===== config.mk =====
export PLATFORM = sky130hd
export DESIGN_NAME = rcl_device_flat
export DESIGN_NICKNAME = d
export VERILOG_FILES = /design/src/rcl_pkg.sv /design/src/rcl_if.sv /design/src/rcl_device.sv /design/src/rcl_sync.sv /design/src/flat_wrapper.sv
export SDC_FILE = /design/constraint.sdc
export NUM_CORES = 1
export LEC_CHECK = 0
export BUFFER_PORTS_ARGS = -buffer_cell sky130_fd_sc_hd__clkbuf_2
export CAP_MARGIN = 25
export CORE_MARGIN = 3
export CORE_UTILIZATION = 45
export CTS_CLUSTER_DIAMETER = 40
export DETAILED_ROUTE_END_ITERATION = 8
export PLACE_DENSITY_LB_ADDON = 0.2
export SYNTH_ARGS = -nofsm -noshare
export SYNTH_HDL_FRONTEND = slang
export SYNTH_SLANG_ARGS = --single-unit
export TNS_END_PERCENT = 30

===== constraint.sdc =====
create_clock -name clk_i -period 3.97 [get_ports clk_i]
set_input_delay 0.1985 -clock clk_i [delete_from_list [all_inputs] [get_ports clk_i]]
set_output_delay 0.1985 -clock clk_i [all_outputs]
set_load 0.005 [all_outputs]

===== src/rcl_pkg.sv =====
package rcl_pkg;
    // Register indices of the device's 8-bit register space
    localparam logic [2:0] REG_MODE_CTRL   = 3'h0; // reference_mode_control
    localparam logic [2:0] REG_ACQ_CTRL    = 3'h1; // acquisition_control
    localparam logic [2:0] REG_MISC_STATUS = 3'h2; // miscellaneous status
    localparam logic [2:0] REG_RESULT_HIGH = 3'h3; // rate_result_high
    localparam logic [2:0] REG_RESULT_MID  = 3'h4; // rate_result_mid
    localparam logic [2:0] REG_RESULT_LOW  = 3'h5; // rate_result_low

    // Field positions in reference_mode_control
    localparam int MODE_LOCK_BIT    = 0;
    localparam int MODE_MEAS_BIT    = 1;
    localparam int RATIO_LSB        = 2;
    localparam int RATIO_MSB        = 5;
    localparam int RANGE_LSB        = 6;
    localparam int RANGE_MSB        = 7;
    // Field positions in acquisition_control and status
    localparam int ACQ_MEAS_RESTART = 3;
    localparam int ACQ_RESTART      = 5;
    localparam int STAT_MEAS_DONE   = 2;
    localparam int STAT_LOL         = 0;

    // Reset values
    localparam logic [7:0] MODE_CTRL_RST = 8'h00;
    localparam logic [7:0] ACQ_CTRL_RST  = 8'h00;

    // Measurement gate: 2^(GATE_BASE + range) reference cycles
    localparam int GATE_BASE   = 14;
    localparam int RESULT_W    = 23;
    // Host AHB register byte offsets
    localparam logic [7:0] HOFS_CMD    = 8'h00; // [2:0] reg index, [15:8] data, [16] write
    localparam logic [7:0] HOFS_STATUS = 8'h04; // [0] busy
    localparam logic [7:0] HOFS_RDATA  = 8'h08; // last read byte
    localparam logic [1:0] HTRANS_NONSEQ = 2'h2;
endpackage


===== src/rcl_if.sv =====
`timescale 1ns/100ps
// Parallel register link between the host end and the device end
interface rcl_if;
    logic       req;      // Host request level (toggle-free: held until ack)
    logic       wr;       // Write when high
    logic [2:0] addr;     // Register index
    logic [7:0] wdata;    // Write byte
    logic       ack;      // Device acknowledge level
    logic [7:0] rdata;    // Read byte

    modport dev  (input req, wr, addr, wdata, output ack, rdata);
    modport host (output req, wr, addr, wdata, input ack, rdata);
endinterface


===== src/rcl_device.sv =====
// Local design decisions: the AHB-Lite slave port and the register addresses.
`timescale 1ns/100ps
// What this block does
// - Recovery runs without any reference clock unless mode bit 0 is set
// - Mode bit 0 selects reference-locked acquisition
// - Mode bit 1 enables fine rate measurement
// - Host never sets both mode bits
// - Lock target: rate/2^ratio equals ref/2^range
// - Range field bits 7:6 picks reference band
// - Ratio field bits 5:2 multiplies by 2^n
// - Host pulses restart after programming lock
// - Locked mode reacquires after any lock loss
// - Host pulses restart after changing settings
// - Lock bit rising edge also starts acquisition
// - Measure data versus reference ratio finely
// - Measuring never alters lock behaviour
// - Host sets range before fine readback
// - Measure enable is a level, repeatable
// - Measure restart falling clears done, restarts
// - Done low while measuring, high when valid
// - Result word split over three byte registers
// - Result scales by 2^(14 + range)
// - Result valid only while lock loss low
module rcl_device #(
    parameter int RESULT_W = rcl_pkg::RESULT_W
) (
    // Clock and reset
    input  wire logic        clk_i,
    input  wire logic        nrst_i,
    // Register link
    rcl_if.dev               link,
    // Clocks from the outside, sampled
    input  wire logic        reference_clock_input_i,
    input  wire logic        recovered_clk_i,
    input  wire logic        loss_of_lock_flag_i,
    // Acquisition control to the recovery loop
    output logic             reference_locked_mode_o,
    output logic [3:0]       ratio_exponent_o,
    output logic [1:0]       range_select_o,
    output logic             acq_start_o,
    output logic             loss_of_lock_flag_o
);
    logic [7:0]          mode_q;      // reference_mode_control
    logic [7:0]          acq_q;       // acquisition_control
    logic                done_q;      // Measurement done flag
    logic                meas_run_q;  // Gate window open
    logic [RESULT_W-1:0] result_q;    // rate_result_word
    logic [RESULT_W-1:0] count_q;     // Recovered-clock edge count
    logic [18:0]         gate_q;      // Reference edges in window
    logic                ack_q;
    logic [7:0]          rdata_q;
    logic                acq_start_q;
    logic                ref_prev_q;
    logic                rec_prev_q;
    logic                lol_prev_q;

    // Synchronised pins: request, reference, recovered clock, lock loss
    logic [3:0] sync_w;
    rcl_sync #(.W(4)) u_sync (
        .clk_i  (clk_i),
        .nrst_i (nrst_i),
        .d_i    ({link.req, reference_clock_input_i, recovered_clk_i,
                  loss_of_lock_flag_i}),
        .q_o    (sync_w)
    );
    wire req_s = sync_w[3];
    wire ref_s = sync_w[2];
    wire rec_s = sync_w[1];
    wire lol_s = sync_w[0];

    // Decode of register link
    wire       take_w    = req_s && !ack_q;
    wire       wr_w      = take_w && link.wr;
    wire       wr_mode_w = wr_w && (link.addr == rcl_pkg::REG_MODE_CTRL);
    wire       wr_acq_w  = wr_w && (link.addr == rcl_pkg::REG_ACQ_CTRL);
    wire       ref_rise  = ref_s && !ref_prev_q;
    wire       rec_rise  = rec_s && !rec_prev_q;
    wire [1:0] range_w   = mode_q[rcl_pkg::RANGE_MSB:rcl_pkg::RANGE_LSB];
    wire       lock_en_w = mode_q[rcl_pkg::MODE_LOCK_BIT];
    wire       meas_en_w = mode_q[rcl_pkg::MODE_MEAS_BIT];
    // Restart bits act on the one-to-zero write
    wire acq_fall_w  = wr_acq_w && acq_q[rcl_pkg::ACQ_RESTART]
                       && !link.wdata[rcl_pkg::ACQ_RESTART];
    wire meas_fall_w = wr_acq_w && acq_q[rcl_pkg::ACQ_MEAS_RESTART]
                       && !link.wdata[rcl_pkg::ACQ_MEAS_RESTART];
    // Only a write that raises the lock bit counts; rewriting a one is silent
    wire lock_rise_w = wr_mode_w && !lock_en_w
                       && link.wdata[rcl_pkg::MODE_LOCK_BIT];
    // Lock lost while locked to reference: relock
    wire lol_rise_w  = lol_s && !lol_prev_q && lock_en_w;
    // Window length 2^(14+range) reference edges
    // Widest window is 2^17 edges; twenty bits hold the shift safely
    wire [18:0] gate_end_w = 19'((20'h1 << (rcl_pkg::GATE_BASE + int'(range_w))) - 20'h1);

    // Register writes
    always_ff @(posedge clk_i or negedge nrst_i) begin
        if (!nrst_i) begin
            mode_q <= rcl_pkg::MODE_CTRL_RST;
            acq_q  <= rcl_pkg::ACQ_CTRL_RST;
        end else begin
            if (wr_mode_w) begin
                mode_q <= link.wdata;
            end
            if (wr_acq_w) begin
                acq_q <= link.wdata;
            end
        end
    end

    // Acquisition start pulse; without mode bits the loop runs free
    // Lock loss retriggers only while locked to the reference; otherwise
    // the loop finds the data rate again on its own
    always_ff @(posedge clk_i or negedge nrst_i) begin
        if (!nrst_i) begin
            acq_start_q <= 1'b0;
        end else begin
            acq_start_q <= acq_fall_w || lock_rise_w || lol_rise_w;
        end
    end

    // Edge history of sampled clocks
    always_ff @(posedge clk_i or negedge nrst_i) begin
        if (!nrst_i) begin
            ref_prev_q <= 1'b0;
            rec_prev_q <= 1'b0;
            lol_prev_q <= 1'b0;
        end else begin
            ref_prev_q <= ref_s;
            rec_prev_q <= rec_s;
            lol_prev_q <= lol_s;
        end
    end

    // Restart outranks the window end, so a done flag from the old window
    // can never survive into the new one
    // Measurement: counts only; never touches the lock outputs
    always_ff @(posedge clk_i or negedge nrst_i) begin
        if (!nrst_i) begin
            meas_run_q <= 1'b0;
            done_q     <= 1'b0;
            count_q    <= '0;
            gate_q     <= '0;
            result_q   <= '0;
        end else if (meas_fall_w && meas_en_w) begin
            meas_run_q <= 1'b1;
            done_q     <= 1'b0;
            count_q    <= '0;
            gate_q     <= '0;
        end else if (meas_run_q) begin
            if (rec_rise) begin
                count_q <= count_q + 1'b1;
            end
            if (ref_rise) begin
                if (gate_q == gate_end_w) begin
                    result_q   <= count_q + RESULT_W'(rec_rise);
                    done_q     <= 1'b1;
                    meas_run_q <= 1'b0;
                end else begin
                    gate_q <= gate_q + 19'h1;
                end
            end
            if (!meas_en_w) begin
                meas_run_q <= 1'b0; // Disabled mid-window: abandon
            end
        end
    end

    // Read mux; result bytes per layout
    // Bit 7 of the high result byte always reads zero
    logic [7:0] rmux_w;
    always_comb begin
        case (link.addr)
            rcl_pkg::REG_MODE_CTRL:   rmux_w = mode_q;
            rcl_pkg::REG_ACQ_CTRL:    rmux_w = acq_q;
            rcl_pkg::REG_MISC_STATUS: rmux_w = {5'h0, done_q, 1'b0, lol_s};
            rcl_pkg::REG_RESULT_HIGH: rmux_w = {1'b0, result_q[22:16]};
            rcl_pkg::REG_RESULT_MID:  rmux_w = result_q[15:8];
            rcl_pkg::REG_RESULT_LOW:  rmux_w = result_q[7:0];
            default:                  rmux_w = 8'h00;
        endcase
    end

    // Four-phase link handshake
    // Host holds the fields from req until ack, so they skip the sync
    always_ff @(posedge clk_i or negedge nrst_i) begin
        if (!nrst_i) begin
            ack_q   <= 1'b0;
            rdata_q <= 8'h00;
        end else if (take_w) begin
            ack_q   <= 1'b1;
            rdata_q <= rmux_w;
        end else if (!req_s) begin
            ack_q   <= 1'b0;
        end
    end

    assign link.ack   = ack_q;
    assign link.rdata = rdata_q;
    // lock targets come only from mode bits
    assign reference_locked_mode_o = lock_en_w;
    assign ratio_exponent_o        = mode_q[rcl_pkg::RATIO_MSB:rcl_pkg::RATIO_LSB];
    assign range_select_o          = range_w;
    assign acq_start_o             = acq_start_q;
    assign loss_of_lock_flag_o     = lol_s;
endmodule


===== src/rcl_sync.sv =====
`timescale 1ns/100ps
// Three-stage synchroniser; change taken when stages two and three agree
module rcl_sync #(
    parameter int W = 1
) (
    // Clock and reset
    input  wire logic         clk_i,
    input  wire logic         nrst_i,
    // Data
    input  wire logic [W-1:0] d_i,
    output logic      [W-1:0] q_o
);
    logic [W-1:0] s1_q; // Metastable stage, read only by s2
    logic [W-1:0] s2_q;
    logic [W-1:0] s3_q;
    logic [W-1:0] q_q;

    // Shift chain
    always_ff @(posedge clk_i or negedge nrst_i) begin
        if (!nrst_i) begin
            s1_q <= '0;
            s2_q <= '0;
            s3_q <= '0;
        end else begin
            s1_q <= d_i;
            s2_q <= s1_q;
            s3_q <= s2_q;
        end
    end

    // Filtered output per bit
    for (genvar i = 0; i < W; i++) begin : g_bit
        always_ff @(posedge clk_i or negedge nrst_i) begin
            if (!nrst_i) begin
                q_q[i] <= 1'b0;
            end else if (s2_q[i] == s3_q[i]) begin
                q_q[i] <= s3_q[i];
            end
        end
    end

    assign q_o = q_q;
endmodule


===== src/flat_wrapper.sv =====
// flat-port wrapper written by rule: the top's interface ports become plain ports
module rcl_device_flat 
#(
    parameter int RESULT_W = rcl_pkg::RESULT_W
)
  (clk_i, nrst_i, reference_clock_input_i, recovered_clk_i, loss_of_lock_flag_i, reference_locked_mode_o, ratio_exponent_o, range_select_o, acq_start_o, loss_of_lock_flag_o, link_req, link_wr, link_addr, link_wdata, link_ack, link_rdata);
  rcl_if link_i ();
  input  wire logic clk_i;
  input  wire logic nrst_i;
  input  wire logic reference_clock_input_i;
  input  wire logic recovered_clk_i;
  input  wire logic loss_of_lock_flag_i;
  output logic reference_locked_mode_o;
  output logic [3:0] ratio_exponent_o;
  output logic [1:0] range_select_o;
  output logic acq_start_o;
  output logic loss_of_lock_flag_o;
  input wire logic [$bits(link_i.req)-1:0] link_req;
  input wire logic [$bits(link_i.wr)-1:0] link_wr;
  input wire logic [$bits(link_i.addr)-1:0] link_addr;
  input wire logic [$bits(link_i.wdata)-1:0] link_wdata;
  output wire logic [$bits(link_i.ack)-1:0] link_ack;
  output wire logic [$bits(link_i.rdata)-1:0] link_rdata;
  assign link_i.req = link_req;
  assign link_i.wr = link_wr;
  assign link_i.addr = link_addr;
  assign link_i.wdata = link_wdata;
  assign link_ack = link_i.ack;
  assign link_rdata = link_i.rdata;
  rcl_device #(.RESULT_W(RESULT_W)) u_core (.clk_i(clk_i), .nrst_i(nrst_i), .link(link_i), .reference_clock_input_i(reference_clock_input_i), .recovered_clk_i(recovered_clk_i), .loss_of_lock_flag_i(loss_of_lock_flag_i), .reference_locked_mode_o(reference_locked_mode_o), .ratio_exponent_o(ratio_exponent_o), .range_select_o(range_select_o), .acq_start_o(acq_start_o), .loss_of_lock_flag_o(loss_of_lock_flag_o));
endmodule

**Word level (Yosys, flattened, before mapping)**

Cells that the tools add are included.
Widths: inputs -> output; s select.

- Word-level logic and storage cells: 91
- Bits of input ports: 18
- Output and inout port bits: 18
- Bits in registers: 112

- Add/sub/neg operators: 5
- Muxes and demuxes: 19
- Bitwise gates (word level): 1
- Shifts and indexed selects: 1
- Reductions and logical operators: 33
- Equality and inequality tests: 12

Operators by type and width:

| operator | count |
|---|---|
| $mux 19 | 4 |
| $mux 23 | 3 |
| $pmux 8 s6 | 1 |
| $shl 1x32->19 const A | 1 |
| $add 23x1->23 | 1 |
| $add 23x1->23 const B | 1 |
| $add 19x1->19 const B | 1 |
| $eq 19x19->1 | 1 |
| $sub 19x1->19 const B | 1 |
| $logic_and 1x1->1 | 15 |
| $mux 1 | 11 |
| $reduce_bool 2->1 | 4 |
| $logic_not 1->1 | 7 |
| $eq 3x2->1 const B | 2 |
| $eq 3x3->1 const B | 2 |
| $reduce_and 3->1 | 2 |
| $add 4x2->5 const A | 1 |
| $eq 1x1->1 | 4 |
| $ne 2x1->1 const B | 2 |
| $reduce_and 4->1 | 1 |
| $eq 3x1->1 const B | 1 |
| $logic_not 3->1 | 1 |
| $logic_or 1x1->1 | 2 |
| $reduce_and 2->1 | 1 |
| $not 1->1 | 1 |

**Longest topological paths before layout**

- Word-level depth: 9
- Mapped depth: 8
- Depth with buffers taken out: 8

**Hierarchy**

Synthesis repeated with hierarchy kept, for this count alone.

- Cell total of the unflattened synthesis: 522
- Area total of the unflattened synthesis: 5739.3 sq um

Modules (own cells, without submodules):

| module | seq. area each (sq um) | area each (sq um) | instances | cells an instance |
|---|---|---|---|---|
| rcl_device | 2402.3 | 5293.8 | 1 | 502 |
| rcl_sync | 400.4 | 445.4 | 1 | 20 |

**Worst setup path before layout**

Ideal clock, no wire load.

- Kind: flip-flop to flip-flop
- Start point: register u_core.u_sync.q_q[1] (netlist: u_core.u_sync.q_o[1])
- End point: register u_core.result_q[14]
- Data required time: 3845 ps
- Setup time: 125 ps
- Buffers on the path: 0
- Slack: 1793 ps
- Clock period less this slack: 2177 ps
- Stages on the path, launching flop included: 9
- Data arrival time: 2052 ps
- Path through: dfrtp_1 > nor2b_1 > ha_1 > ha_1 > nand3_1 > nor4_2 > nand3_1 > xnor2_1 > mux2_4

- Longest elaborated chain between the ends: 2

Ends and longest elaborated chain:

| element | RTL line | source |
|---|---|---|
| from (decl) | rcl_sync.sv:16 | `logic [W-1:0] q_q;` |
| from (signal, indexed assignment) | rcl_sync.sv:37 | `q_q[i] <= s3_q[i];` |
| $logic_and 1x1->1 | rcl_device.sv:77 | `wire rec_rise = rec_s && !rec_prev_q;` |
| $add 23x1->23 | rcl_device.sv:155 | `result_q <= count_q + RESULT_W'(rec_rise);` |
| to (signal assigned) | rcl_device.sv:155 |  |
| to (decl) | rcl_device.sv:47 | `logic [RESULT_W-1:0] result_q;` |

Every way passes these cells.
A chain may end at the register's enable or synchronous reset.

**Worst setup path after layout**

- Start point: register u_core.gate_q[3]
- End point: register u_core.result_q[8]

- Longest elaborated chain between the ends: 2

Ends and longest elaborated chain:

| element | RTL line | source |
|---|---|---|
| from (decl) | rcl_device.sv:49 | `logic [18:0] gate_q;` |
| from (signal assigned) | rcl_device.sv:159 | `gate_q <= gate_q + 19'h1;` |
| $eq 19x19->1 | rcl_device.sv:154 | `if (gate_q == gate_end_w) begin` |
| $reduce_and 4->1 (no line) | -- |  |

Every way passes these cells.

==> impl.org <==
** STA
- Clock tree skew after final layout :: 0.00923 ns
- Setup repair after global routing left no endpoint under its margin.
- The number of hold violations in the final report came to 0.
- Worst rel slew slack :: 0.506
- Portion of the clock cycle consumed by the worst path in the final layout :: 0.713
- Final Hold Slack :: 0.0903 ns
- Setup violations, final :: 0
- For this run, the top clock speed supported by timing is 353 MHz.
- At the pin with the least slew margin, the transition time is 0.741 ns.
- In the final timing run, aggregate negative setup slack is 0 ns.
- The final max-slew violation count is 0.
- Subtracting the final worst setup slack from the clock period gives 2.83 ns.

** Synthesis
- After synthesis the netlist holds a flip-flop and latch count of 112.
- Number of flops mapped to enable cells by yosys :: 0
- Area share of xor/xnor cells in the synthesized design :: 0.0615
- Unique masters post-synth :: 61
- Largest family of logic cells by synthesized area :: simple AND/OR/NAND/NOR gates
- The share of the Yosys chip area taken by registers is 0.492.
- The area fraction in compound gates after synthesis was 0.0922.
- Multiplexer area fraction after synthesis :: 0.112
- Number of synthesis warnings :: 0
- Post-synthesis cell count :: 525
- Number of nets in the synthesized netlist :: 548
- Synthesized area :: 5700 um2
- In the synthesized netlist the async set-or-reset flop fraction comes to 1.00.
- Area share of fa/ha/maj cells after synthesis :: 0.0180
- Most used DFF post-synth :: sky130_fd_sc_hd__dfrtp_1
- Averaged over all synthesized cells, the footprint is 10.9 um2.
- Of the total synthesized cell area, the portion taken by AND, OR, NAND and NOR gates is 0.185.

** Detailed routing
- Met3 wirelength from detailed routing :: 335 um
- Wire length after detailed routing :: 11800 um
- Wire length the detailed router placed on met1 :: 5780 um
- In this run, the number of DRC markers left after iteration 0 of detailed routing was 305.
- Number of vias after detailed routing :: 3946
- Dividing the detail-routed via count by the number of cells gives 5.54.
- Before antenna repair, the detailed router went through 4 iterations.
- Drc violations :: 0
- Antenna Nets Post-Route :: 0
- In the detailed route, the total length drawn on met2 is 5520 um.
- Detail-routed net length per standard cell :: 16.6 um
- Topmost layer with routed signal wires :: met4

** Cells and area
- The filler cells instantiated in the layout total 1133.
- Synth-to-Final Area Change :: 9.60%
- Leaving out fill and tap cells, the most frequent cell in the layout is sky130_fd_sc_hd__dfrtp_1.
- Antenna cells :: 0
- Layout cells sized above 1 :: 0.215
- Number of nets in the finished design :: 562
- Most used cells in the layout excluding fill and tap cells :: sky130_fd_sc_hd__dfrtp_1 (112), sky130_fd_sc_hd__nand2_1 (48), sky130_fd_sc_hd__nor2_1 (39), sky130_fd_sc_hd__clkbuf_2 (34), sky130_fd_sc_hd__mux2_2 (26)
- Post-layout instance count excluding filler cells :: 712

** Die
- Placeable core area :: 12200 um2
- In this run the count of I/O pins placed on the die edge is 36.
- Horiz. Die Dim :: 119 um
- Initial Utilization :: 0.466
- The die covers 14000 um2.
- In this run the vertical extent of the chip is 119 um.
- Row generation in the floorplan step produced 40 rows.

** Placed design
- Placed cell count :: 691
- The congestion estimate from routability-driven global placement came to 0.906.
- Dpl hpwl :: 8350 um
- Port Buffers :: 35

** Pwr
- The analysis attributes to net switching a power of 628 uW.
- Dividing total power by cell area gives a power density of 394 nW/um2.
- Cell-internal power :: 1.83 mW
- Across the VDD grid, the largest voltage drop is 0.243 mV.
- Sw Share :: 0.255
- Of the total power, the clock network draws 0.372.
- P_leak :: 2.73 nW
- Of the total power, combinational logic draws 0.107.
- Sequential group share of total power :: 0.521

** Outcome
- Run status :: finished, final reports clean

** Critical path
- On the worst path, the slowest cell contributes a delay of 0.71 ns.
- Launching element type of the critical path :: flop
- Cell with the largest stage delay on the worst path :: sky130_fd_sc_hd__o2111a_2
- For the worst setup path, the data arrival time is 3.07 ns.
- The startpoint identified for the worst register-to-register timing path is u_core.gate_q[3]$_DFFE_PN0P_.
- Along the worst path, the maximum fanout reaches 40.
- The worst setup path is of the reg2reg kind.
- The number of buffers and inverters on the critical path is 0.
- Worst reg2reg setup slack :: 1.14 ns
- Traced cell by cell, the critical path runs through nand4_1 -> a2111oi_0 -> o2111a_2 -> nand3_4 -> mux2_4.
- In this run the critical register-to-register path is captured at u_core.result_q[8]$_DFFE_PN0P_.
- At the worst endpoint, the required time is 4.20 ns.
- For the worst flop-to-flop path, the logic depth is 5.
- Crit. End Element :: flop
- In this design, the largest share of critical-path delay is due to compound AO/OA/AOI/OAI gates.

** Clock tree
- The clock net in this run drives a total of 112 sinks.
- Deepest level of the CTS H-tree :: 3
- The number of clock buffers added by TritonCTS is 9.
- No sink is reached through more buffers than the 2 on the longest clock path.
- Clk Tree Root Cell :: sky130_fd_sc_hd__clkbuf_16
- TritonCTS built the clock tree.
- Clock-pin slew was measured on the worst setup and hold paths at 0.07 ns.
- Clock latency on the worst-skew pair, taken at its later pin, is 0.35 ns.

** Hold path
- For hold timing, the worst endpoint is u_core.acq_q[2]$_DFFE_PN0P_.
- Type of the worst min-delay path :: in2reg
- The worst hold path begins at link_wdata[2].
- Counting instances, the worst hold path has a depth of 2.

** Global route
- Wire length of the first global-routing pass :: 20300 um
- Largest net degree at the start of global routing :: 41
- GR Overflow Total :: 0
- Vias in the first global route :: 3876
- Total track usage :: 0.178
- Number of antenna violations at the first check in global routing :: 0

** Job
- Number of maximum-capacitance violations :: 0
cell usage after synthesis (all sizes together) (2+ instances only):
cell / instances / area (um2)
ha: 5 / 62.6
o22a: 6 / 52.6
nor4: 5 / 50.1
nor2b: 3 / 18.8
maj3: 4 / 40.0
nand2: 48 / 180
nor2: 39 / 146
mux2i: 4 / 40.0
or2: 4 / 25.0
and4: 2 / 17.5
o211ai: 6 / 45.0
buf: 24 / 153
dfrtp: 112 / 2800
a2111oi: 4 / 38.8
o31ai: 5 / 37.5
o21ai: 23 / 119
xnor2: 25 / 219
clkbuf: 17 / 65.1
a21oi: 19 / 95.1
nand2b: 4 / 25.0
and2: 3 / 18.8
and3: 3 / 18.8
or4: 13 / 97.6
nand3b: 4 / 33.8
xor2: 15 / 131
and3b: 3 / 26.3
nand4: 13 / 87.6
or3: 14 / 88.8
mux2: 45 / 578
nor3: 3 / 15.0
nand3: 25 / 138
nand4b: 2 / 23.8
a22oi: 10 / 75.1
timing repair:
item,CTS,global route
resized for setup,0,0
hold buffers,5,0
hold endpoints to repair,41,0
buffers inserted,0,0
cells by family after synthesis:
family          count (synthesis)
compound gates                 80
xor+xnor                       40
flops                         112
simple gates                  192
fa+ha+maj                       9
buf+inv                        42
mux                            50
sequential cells by signal, indices dropped and copies added (netlist names), 8 cells and up:
signal and flops:
u_core.gate_q 19, u_core.acq_q 8, u_core.count_q 23, u_core.mode_q 8, u_core.result_q 23, u_core.link.rdata 8
metrics by stage:
step	power, mW	util	instance area, um2	setup slack (ns)
after global placement	1.56	0.483	5900	1.30
after CTS	2.50	0.511	6240	1.14
after floorplan	1.47	-	5700	1.79
final	2.46	0.511	6240	1.14
after detailed placement	1.57	0.483	5900	1.15
after global routing	2.58	0.511	6240	0.750
per-layer routing:
| metal | vias up | track usage |
|---|---|---|
| li1 | 1907 | - |
| met1 | 1973 | 0.254 |
| met2 | 53 | 0.268 |
| met3 | 13 | 0.0512 |
| met4 | 0 | 0.0478 |
| met5 | - | 0 |
worst max path at each step:
stage                                                start                              end  slack [ns]  cells past startpoint
after CTS                     u_core.gate_q[6]$_DFFE_PN0P_   u_core.result_q[6]$_DFFE_PN0P_        1.14                      5
after detailed placement      u_core.gate_q[6]$_DFFE_PN0P_   u_core.result_q[5]$_DFFE_PN0P_        1.15                      5
final                         u_core.gate_q[3]$_DFFE_PN0P_   u_core.result_q[8]$_DFFE_PN0P_        1.14                      5
after global routing          u_core.gate_q[0]$_DFFE_PN0P_   u_core.result_q[8]$_DFFE_PN0P_        0.75                      6
after global placement        u_core.gate_q[6]$_DFFE_PN0P_   u_core.result_q[9]$_DFFE_PN0P_        1.30                      5
after floorplan           u_core.u_sync.q_o[1]$_DFFE_PN0N_  u_core.result_q[14]$_DFFE_PN0P_        1.79                      8
final cells by class:
type                            count  area, um2  share of cell area
Multi-Input combinational cell    371       2670               0.428
Inverter                            1       3.75            0.000601
Clock inverter                      6       67.6              0.0108
Timing Repair Buffer               44        258              0.0413
Sequential cell                   112       2800               0.449
Tap cell                          168        210              0.0337
Clock buffer                       10        229              0.0367
power groups by stage:
stage          clock (mW)  combinational [mW]  sequential, mW
2_1_floorplan           0               0.193            1.28
3_3_place_gp            0               0.260            1.30
3_5_place_dp            0               0.264            1.31
4_1_cts             0.945               0.269            1.28
5_1_grt             0.990               0.298            1.29
6_report            0.915               0.263            1.28
Power figures use the tool's default switching activity.
